## src/hw/temp_alarm_pkg.sv

```systemverilog
// What this block does
// fault when result >= upper or <= lower
// two-bit queue picks 1, 2, 4, 6 faults
// count faults; reaching setting gives valid fault
// non-fault result clears fault counter
// comparator: upper valid fault sets alarm
// comparator: lower valid fault clears alarm
// comparator: reads, writes, shutdown keep alarm
// interrupt to comparator keeps active alarm
// general call reset clears alarm, config
// interrupt: upper fault sets; read/ack/shutdown clear
// interrupt: alarms alternate upper then lower
// interrupt: first alarm must be upper
// comparator to interrupt keeps alarm until cleared
// shutdown bit stops conversions, bus stays alive
// shutdown entry clears alarm in interrupt mode
// fault counter kept across shutdown
// shutdown exit asserts expected pending fault
// one-shot bit runs one conversion in shutdown
// comparator one-shot sets or clears alarm
// interrupt one-shot fault pulses alarm briefly
// host keeps upper limit above lower limit
// normal mode converts and stores continuously
// each stored result checked against both limits
// alarm pin active low unless polarity bit
// reset selects comparator; mode bit selects
// queue codes 00/01/10/11; counter saturates
// one-shot pulse fixed cycles; bit self-clears
package temp_alarm_pkg;
  // register indices and their byte addresses on the bus
  localparam int unsigned REG_IDX_TEMP   = 0;
  localparam int unsigned REG_IDX_CFG    = 1;
  localparam int unsigned REG_IDX_LOWER  = 2;
  localparam int unsigned REG_IDX_UPPER  = 3;
  localparam int unsigned REG_IDX_STATUS = 4;
  localparam logic [7:0]  ADDR_TEMP      = 8'(REG_IDX_TEMP * 4);
  localparam logic [7:0]  ADDR_CFG       = 8'(REG_IDX_CFG * 4);
  localparam logic [7:0]  ADDR_LOWER     = 8'(REG_IDX_LOWER * 4);
  localparam logic [7:0]  ADDR_UPPER     = 8'(REG_IDX_UPPER * 4);
  localparam logic [7:0]  ADDR_STATUS    = 8'(REG_IDX_STATUS * 4);
  // configuration field positions
  localparam int unsigned CFG_SHUTDOWN   = 0;
  localparam int unsigned CFG_MODE       = 1;
  localparam int unsigned CFG_POLARITY   = 2;
  localparam int unsigned CFG_QUEUE_LO   = 3;
  localparam int unsigned CFG_QUEUE_HI   = 4;
  localparam int unsigned CFG_ONESHOT    = 7;
  // status field positions
  localparam int unsigned ST_ALARM       = 0;
  localparam int unsigned ST_EXPECT_HI   = 1;
  localparam int unsigned ST_CNT_LSB     = 2;
  localparam int unsigned ST_VALID       = 5;
  // reset values
  localparam logic [7:0]  CFG_RESET      = 8'h00;
  localparam logic [15:0] LOWER_RESET    = 16'h4b00;
  localparam logic [15:0] UPPER_RESET    = 16'h5000;
  // queue depths per code
  localparam logic [2:0]  QUEUE_1        = 3'h1;
  localparam logic [2:0]  QUEUE_2        = 3'h2;
  localparam logic [2:0]  QUEUE_4        = 3'h4;
  localparam logic [2:0]  QUEUE_6        = 3'h6;
  // one-shot alarm pulse length in mclk cycles
  localparam int unsigned ALARM_PULSE_CYCLES = 16;
  typedef enum logic {
    MODE_COMPARATOR = 1'b0,
    MODE_INTERRUPT  = 1'b1
  } thermostat_mode_type;
endpackage

```

## src/hw/temp_alarm_logic.sv

```systemverilog
// The APB register port and the register offsets were left to the implementer.
`timescale 1ns/1ns
module temp_alarm_logic
  import temp_alarm_pkg::*;
#(
  parameter int unsigned PULSE_CYCLES = ALARM_PULSE_CYCLES
) (
  input  wire logic        mclk,
  input  wire logic        rst,
  input  wire logic        psel,
  input  wire logic        penable,
  input  wire logic        pwrite,
  input  wire logic [7:0]  paddr,
  input  wire logic [31:0] pwdata,
  output logic      [31:0] prdata,
  output logic             pready,
  output logic             pslverr,
  input  wire logic        conv_valid,
  input  wire logic [15:0] conv_result,
  input  wire logic        ara_answer,
  input  wire logic        gen_call_reset,
  output logic             alarm_pin,
  output logic             conv_run
);

  localparam int unsigned PW = $clog2(PULSE_CYCLES + 1);

  initial begin
    if (PULSE_CYCLES < 1 || PULSE_CYCLES > 65535) begin
      $error("PULSE_CYCLES must be 1 to 65535");
    end
  end

  typedef struct packed {
    logic [7:0]    cfg;
    logic [15:0]   upper;
    logic [15:0]   lower;
    logic [15:0]   temp;
    logic [2:0]    fault_cnt;
    logic          alarm;
    logic          expect_hi;
    logic          valid;
    logic          valid_hi;
    logic [PW-1:0] pulse_cnt;
    logic          pin;
    logic          run;
    logic          ready;
    logic          slverr;
    logic [31:0]   rdata;
  } state_type;

  state_type st_r;
  state_type st_nxt;

  logic                bus_done;
  logic                wr_done;
  logic                rd_done;
  logic                cfg_wr;
  logic                take;
  logic                is_hi;
  logic                is_lo;
  logic                fault;
  logic [2:0]          need;
  logic [2:0]          cnt_new;
  logic                valid_now;
  logic                mode_int;
  logic [7:0]          cfg_new;
  thermostat_mode_type mode_now;

  // bus strobes; a transfer completes on the edge that sees pready high
  assign bus_done = psel & penable & st_r.ready;
  assign wr_done  = bus_done & pwrite & ~st_r.slverr;
  assign rd_done  = bus_done & ~pwrite;
  assign cfg_wr   = wr_done & (paddr == ADDR_CFG);
  assign cfg_new  = {pwdata[CFG_ONESHOT] & pwdata[CFG_SHUTDOWN], pwdata[6:0]};
  assign mode_now = thermostat_mode_type'(st_r.cfg[CFG_MODE]);
  assign mode_int = (mode_now == MODE_INTERRUPT);

  // a result is taken only while converting: normal mode or pending one-shot
  assign take  = conv_valid & st_r.run;
  assign is_hi = $signed(conv_result) >= $signed(st_r.upper);
  assign is_lo = $signed(conv_result) <= $signed(st_r.lower);
  assign fault = is_hi | is_lo;

  // queue depth decode and saturating consecutive-fault count
  always_comb begin
    unique case (st_r.cfg[CFG_QUEUE_HI:CFG_QUEUE_LO])
      2'b00: need = QUEUE_1;
      2'b01: need = QUEUE_2;
      2'b10: need = QUEUE_4;
      2'b11: need = QUEUE_6;
    endcase
  end

  assign cnt_new   = (st_r.fault_cnt >= need) ? need : 3'(st_r.fault_cnt + 3'h1);
  assign valid_now = fault & (cnt_new >= need);

  // next-state logic; clears other than general call reset are applied first so a same-cycle set wins
  always_comb begin
    st_nxt       = st_r;
    st_nxt.ready = psel & penable & ~st_r.ready;

    // read data and error are captured while the access phase waits
    if (psel & penable & ~st_r.ready) begin
      st_nxt.slverr = 1'b0;
      st_nxt.rdata  = 32'h0000_0000;
      unique case (paddr)
        ADDR_TEMP:   st_nxt.rdata = {16'h0000, st_r.temp};
        ADDR_CFG:    st_nxt.rdata = {24'h00_0000, st_r.cfg};
        ADDR_LOWER:  st_nxt.rdata = {16'h0000, st_r.lower};
        ADDR_UPPER:  st_nxt.rdata = {16'h0000, st_r.upper};
        ADDR_STATUS: st_nxt.rdata = {26'h000_0000, st_r.valid, st_r.fault_cnt,
                                     st_r.expect_hi, st_r.alarm};
        default:     st_nxt.slverr = 1'b1;
      endcase
      if (pwrite && (paddr == ADDR_TEMP || paddr == ADDR_STATUS)) begin
        st_nxt.slverr = 1'b1;                     // read-only registers refuse writes
      end
    end

    // interrupt mode: any register read or an alert-response answer clears
    if ((rd_done | ara_answer) & mode_int) begin
      st_nxt.alarm     = 1'b0;
      st_nxt.pulse_cnt = '0;
    end

    // one-shot pulse countdown, alarm drops when it runs out
    if (st_nxt.pulse_cnt != '0) begin
      st_nxt.pulse_cnt = PW'(st_nxt.pulse_cnt - 1'b1);
      if (st_nxt.pulse_cnt == '0) begin
        st_nxt.alarm = 1'b0;
      end
    end

    // register writes; comparator alarm is touched here only by a write that turns on interrupt mode
    if (wr_done) begin
      if (paddr == ADDR_LOWER) begin
        st_nxt.lower = pwdata[15:0];
      end
      if (paddr == ADDR_UPPER) begin
        st_nxt.upper = pwdata[15:0];
      end
    end
    if (cfg_wr) begin
      st_nxt.cfg = cfg_new;
      // comparator to interrupt: active alarm stays, next event is the low one
      if (!st_r.cfg[CFG_MODE] && cfg_new[CFG_MODE]) begin
        st_nxt.expect_hi = ~st_nxt.alarm;
      end
      // interrupt to comparator leaves the alarm as it is
      if (cfg_new[CFG_MODE]) begin
        if (cfg_new[CFG_SHUTDOWN] && !st_r.cfg[CFG_SHUTDOWN]) begin
          st_nxt.alarm     = 1'b0;
          st_nxt.pulse_cnt = '0;
        end
        // shutdown exit: a pending fault of the expected kind fires now
        if (!cfg_new[CFG_SHUTDOWN] && st_r.cfg[CFG_SHUTDOWN] && st_r.valid &&
            (st_r.valid_hi == st_nxt.expect_hi) && !st_nxt.alarm) begin
          st_nxt.alarm     = 1'b1;
          st_nxt.expect_hi = ~st_nxt.expect_hi;
        end
      end
    end

    // conversion result: store, count, and act on a valid fault
    if (take) begin
      st_nxt.temp      = conv_result;
      st_nxt.fault_cnt = fault ? cnt_new : 3'h0;
      st_nxt.valid     = valid_now;
      st_nxt.valid_hi  = is_hi;
      if (st_r.cfg[CFG_SHUTDOWN]) begin
        st_nxt.cfg[CFG_ONESHOT] = 1'b0;
      end
      if (valid_now) begin
        if (!st_nxt.cfg[CFG_MODE]) begin
          st_nxt.alarm = is_hi;
        end else if (!st_nxt.alarm && (is_hi == st_nxt.expect_hi)) begin
          st_nxt.alarm     = 1'b1;
          st_nxt.expect_hi = ~st_nxt.expect_hi;
          if (st_r.cfg[CFG_SHUTDOWN]) begin
            st_nxt.pulse_cnt = PW'(PULSE_CYCLES);
          end
        end
      end
    end

    // general call reset wins over everything else
    if (gen_call_reset) begin
      st_nxt.cfg       = CFG_RESET;
      st_nxt.alarm     = 1'b0;
      st_nxt.fault_cnt = 3'h0;
      st_nxt.expect_hi = 1'b1;
      st_nxt.valid     = 1'b0;
      st_nxt.valid_hi  = 1'b0;
      st_nxt.pulse_cnt = '0;
    end

    // pin polarity and converter run request, both registered
    st_nxt.pin = st_nxt.cfg[CFG_POLARITY] ? st_nxt.alarm : ~st_nxt.alarm;
    st_nxt.run = ~st_nxt.cfg[CFG_SHUTDOWN] | st_nxt.cfg[CFG_ONESHOT];
  end

  // single state register; reset selects comparator and idle alarm
  always_ff @(posedge mclk or posedge rst) begin
    if (rst) begin
      st_r           <= '0;
      st_r.cfg       <= CFG_RESET;
      st_r.upper     <= UPPER_RESET;
      st_r.lower     <= LOWER_RESET;
      st_r.expect_hi <= 1'b1;
      st_r.pin       <= 1'b1;
      st_r.run       <= 1'b1;
    end else begin
      st_r <= st_nxt;
    end
  end

  assign prdata    = st_r.rdata;
  assign pready    = st_r.ready;
  assign pslverr   = st_r.slverr;
  assign alarm_pin = st_r.pin;
  assign conv_run  = st_r.run;

  logic quiet;
  assign quiet = ~gen_call_reset & ~wr_done;
endmodule

```

## config.mk

```make
export PLATFORM = sky130hd
export DESIGN_NAME = temp_alarm_logic
export DESIGN_NICKNAME = d
export VERILOG_FILES = /design/src/hw/temp_alarm_pkg.sv /design/src/hw/temp_alarm_logic.sv
export SDC_FILE = /design/constraint.sdc
export NUM_CORES = 1
export LEC_CHECK = 0
export ABC_CLOCK_PERIOD_IN_PS = 2800
export CORE_AREA = 3 3 114 94
export DETAILED_ROUTE_END_ITERATION = 16
export DIE_AREA = 0 0 117 97
export DONT_BUFFER_PORTS = 1
export HOLD_SLACK_MARGIN = 0.08
export PLACE_DENSITY = 0.7
export SLEW_MARGIN = 10
export SYNTH_ARGS = -nofsm -noshare
export SYNTH_HDL_FRONTEND = slang
export SYNTH_SLANG_ARGS = --single-unit
export TNS_END_PERCENT = 1
```

## constraint.sdc

```tcl
create_clock -name mclk -period 2.8 [get_ports mclk]
set_input_delay 0.14 -clock mclk [delete_from_list [all_inputs] [get_ports mclk]]
set_output_delay 0.14 -clock mclk [all_outputs]
set_load 0.02 [all_outputs]
```

==> out/qor.csv <==
stage,metric,value,unit
clock_tree,H-tree depth,3,
power_and_ir_drop,maximum VDD drop,0.000362,V
placement,HPWL after DPL,9.83,mm
route,Routed WL,13.4,mm
worst_setup_path,Crit path arrival time,3.22,ns
power_and_ir_drop,Combinational Power Share,17.4,%
worst_setup_path,flop2flop setup slack,-0.15,ns
route,Via density,5.96,
placement,global placement routability congestion,0.863,
power_and_ir_drop,P_int,2.33,mW
sta,endpoints failing hold,0,
final_layout,post-route insts no fill,724,
logic_synthesis,leading area contributor after synthesis,dfrtp_1,
sta,max_slew headroom,47.5,%
logic_synthesis,Mapped Cells,557,
sta,Period minus WS final,2.95,ns
power_and_ir_drop,Clock Power Share,38.7,%
floorplan,Core Area,9610,um^2
run_status,status,finished with violations,
clock_tree,"CTS clk-pin slew, worst paths",0.07,ns
power_and_ir_drop,Cell Pwr Density,513,nW/um^2
sta,# setup viols final,8,
route,Via Count,4312,
worst_setup_path,Setup CP Type,register to register,
min_path,worst hold path class,input port to register,
worst_setup_path,Worst setup EP type,register,
clock_tree,CTS root buffer,clkbuf_16,
logic_synthesis,Synth Register Bits,88,
clock_tree,clock sinks,88,
global_route,total gr overflow,0,
power_and_ir_drop,fraction of power spent switching nets,26.6,%
logic_synthesis,Yosys top cell area share,37.1,%
floorplan,Rows,32,
final_layout,Final Instance Area,6180,um^2
logic_synthesis,top_reg_cell synth,dfrtp_1,
placement,placed insts,669,
min_path,Worst Hold Path Cells,3,
logic_synthesis,fraction of registers with async set or reset after synthesis,100,%
floorplan,IO Count,100,
floorplan,die span in x,117,um
final_layout,Final Util,64.3,%
final_layout,most frequent cells in the layout,"79 x dfrtp_1, 67 x nand2_1, 61 x o21ai_0",
worst_setup_path,CP Max Fanout,4,
global_route,vias in the first global route,4240,
worst_setup_path,startpoint types,register,
final_layout,Area Growth Syn to Fin,16.1,%
logic_synthesis,Post-synth EDFFs,0,
floorplan,initial core utilization,55.4,%
clock_tree,CTS Buf Count,9,
placement,IO Port Bufs,0,
min_path,hold path endpoint,st_r[42],
final_layout,share of layout cells above drive strength 1,17.9,%
sta,RSZ-0062 raised after global routing,yes,
global_route,first-pass GRT wire length,21.7,mm
logic_synthesis,"Cell Area, Synth",5320,um^2
power_and_ir_drop,register share of total power,43.9,%
floorplan,die area,11300,um^2
route,TritonRoute pass-1 iters,5,
power_and_ir_drop,Leakage,2.91,nW
power_and_ir_drop,NetSw,0.842,mW
placement,DP Area,5460,um^2
global_route,largest net degree at the start of global routing,89,
sta,setup_tns,-0.723,ns
route,number of antenna-violating nets in the routed design,0,
worst_setup_path,CP Data Required Time,3.07,ns
route,number of DRC markers in iteration 0,251,
worst_setup_path,Crit Reg-Reg Startpoint,st_r[99],
clock_tree,clk_lat worst skew,0.34,ns
sta,Tcrit/Tclk final,105,%
global_route,initial antenna violation count,0,
clock_tree,CTS tree,done,
worst_setup_path,worst r2r dst,alarm_pin,
final_layout,nets@finish,705,
logic_synthesis,yosys warns,0,
min_path,Hold Crit Start,conv_valid,
route,WL/cell,18.4,um
run,Max-Cap Viols,0,
global_route,Total Routing Usage GR,24.4,%
logic_synthesis,Yosys cell types,64,
run_status,failing checks,negative setup slack,
logic_synthesis,post-synthesis sequential area ratio,41.6,%
clock_tree,clk buf depth,2,
route,DRC Markers,0,
sta,worst setup margin,-0.148,ns
logic_synthesis,Synth Area per Inst,9.56,um^2
sta,"Slew Viols, Final",0,
sta,worst-margin pin slew,0.767,ns
sta,skew final,0.0102,ns
final_layout,n_diodes,0,
logic_synthesis,Synth area leaders,"dfrtp_1 37%, ha_1 9.6%, o21ai_0 5.8%",
floorplan,Die Ht,97,um
worst_setup_path,cell count of the worst reg-to-reg path,15,
sta,achievable clock frequency,0.339,GHz
final_layout,"commonest non-fill, non-tap cell in the layout",dfrtp_1,
final_layout,Filler Cell Count,784,
==> worst max-delay path by stage <==
stage,cells past startpoint,end,startpoint
2_1_floorplan,15,alarm_pin,st_r[100]
3_3_place_gp,15,alarm_pin,st_r[99]
3_5_place_dp,15,alarm_pin,st_r[99]
4_1_cts,15,alarm_pin,st_r[99]
5_1_grt,15,alarm_pin,st_r[99]
6_report,15,alarm_pin,st_r[99]
==> power groups by stage <==
| stage | sequential [mW] | combinational (mW) | clock, mW |
|---|---|---|---|
| floorplan | 1.39 | 0.389 | 0 |
| global route | 1.40 | 0.612 | 1.30 |
| detailed placement | 1.41 | 0.479 | 0 |
| global placement | 1.41 | 0.457 | 0 |
| CTS | 1.39 | 0.547 | 1.25 |
| finish | 1.39 | 0.550 | 1.23 |
==> cell type report <==
class | count | area [um^2] | area share, %
clock buffers | 12 | 246 | 3.99
flip-flops and latches | 88 | 2210 | 35.8
multi-input cells | 386 | 2730 | 44.1
well taps | 119 | 149 | 2.41
repair buffers | 68 | 613 | 9.92
inverters | 47 | 178 | 2.88
clock inverters | 4 | 55.1 | 0.891
==> cells by family after synthesis <==
logic type	count (synthesis)	share of synthesized area, %
buffers and inverters	98	9.31
AO/OA/AOI/OAI	141	17.8
XOR/XNOR	5	0.823
flip-flops	88	41.6
other	1	0.0704
multiplexers	34	6.93
adder cells (fa/ha/maj)	41	9.64
AND/OR/NAND/NOR	149	13.9
==> worst max-delay path, stage by stage (launching register included) <==
cell	delay, ns
dfrtp_1	0.41
nor2_2	0.12
ha_1	0.24
nand2b_4	0.13
a21o_1	0.16
a21oi_2	0.17
nor3_1	0.07
a21oi_1	0.17
ha_1	0.26
nand2b_4	0.14
a21o_1	0.16
a21oi_2	0.16
nor2_2	0.08
a32o_1	0.23
a22oi_2	0.18
mux2i_1	0.21
==> routing by layer <==
| layer | up-vias | part of all wire [%] | GRT usage (%) |
|---|---|---|---|
| met3 | 21 | 8.5 | 6.13 |
| met1 | 2094 | 45 | 35.3 |
| met4 | 0 | 1.7 | 6.70 |
| met5 | - | 0 | 0 |
| met2 | 189 | 45 | 36.4 |
| li1 | 2008 | - | - |
==> registers in the layout, summed over array words and instances (netlist names) <==
signal and count:
pready 1, prdata 16, conv_run 1, alarm_pin 1
st_r 67, pslverr 1, mode_int 1
==> synthesized netlist by cell type (2+ instances only) <==
library cell and instances:
nor2b_1 7, ha_1 41, nor3_1 9, a2111oi_0 2
nand2b_1 5, nand3_1 11, inv_1 47, a222oi_1 5
dfstp_2 9, clkbuf_1 14, a22o_1 10, a31oi_1 4
buf_2 3, nand2_1 67, a211oi_1 4, dfrtp_1 79
nand4_1 5, a32o_1 3, nor2_1 27, a21o_1 5
o21ai_0 62, a211o_1 3, buf_4 33, o31ai_2 2
a21oi_1 13, o21a_1 2, xnor2_1 4, nor3_2 2
a311oi_1 2, and4b_1 2, mux2i_1 11, a22oi_1 9
mux2_2 23, o221ai_1 2
==> through the flow <==
| step | total power, mW | hold slack, ns | setup slack (ns) |
|---|---|---|---|
| 6_report | 3.17 | 0.119 | -0.148 |
| 3_3_place_gp | 1.86 | 0.161 | -0.0617 |
| 2_1_floorplan | 1.78 | 0.218 | -0.0127 |
| 5_1_grt | 3.31 | 0.144 | -0.362 |
| 3_5_place_dp | 1.89 | 0.164 | -0.164 |
| 4_1_cts | 3.18 | 0.100 | -0.131 |
==> repair_timing <==
item	CTS	global route
buffers inserted	2	1
pin swaps	3	2
resized for setup	4	3
hold buffers	36	0
endpoints found under the setup margin	8	8
hold endpoints to repair	148	0
cloned	0	0
(Power assumes the default switching activity.)
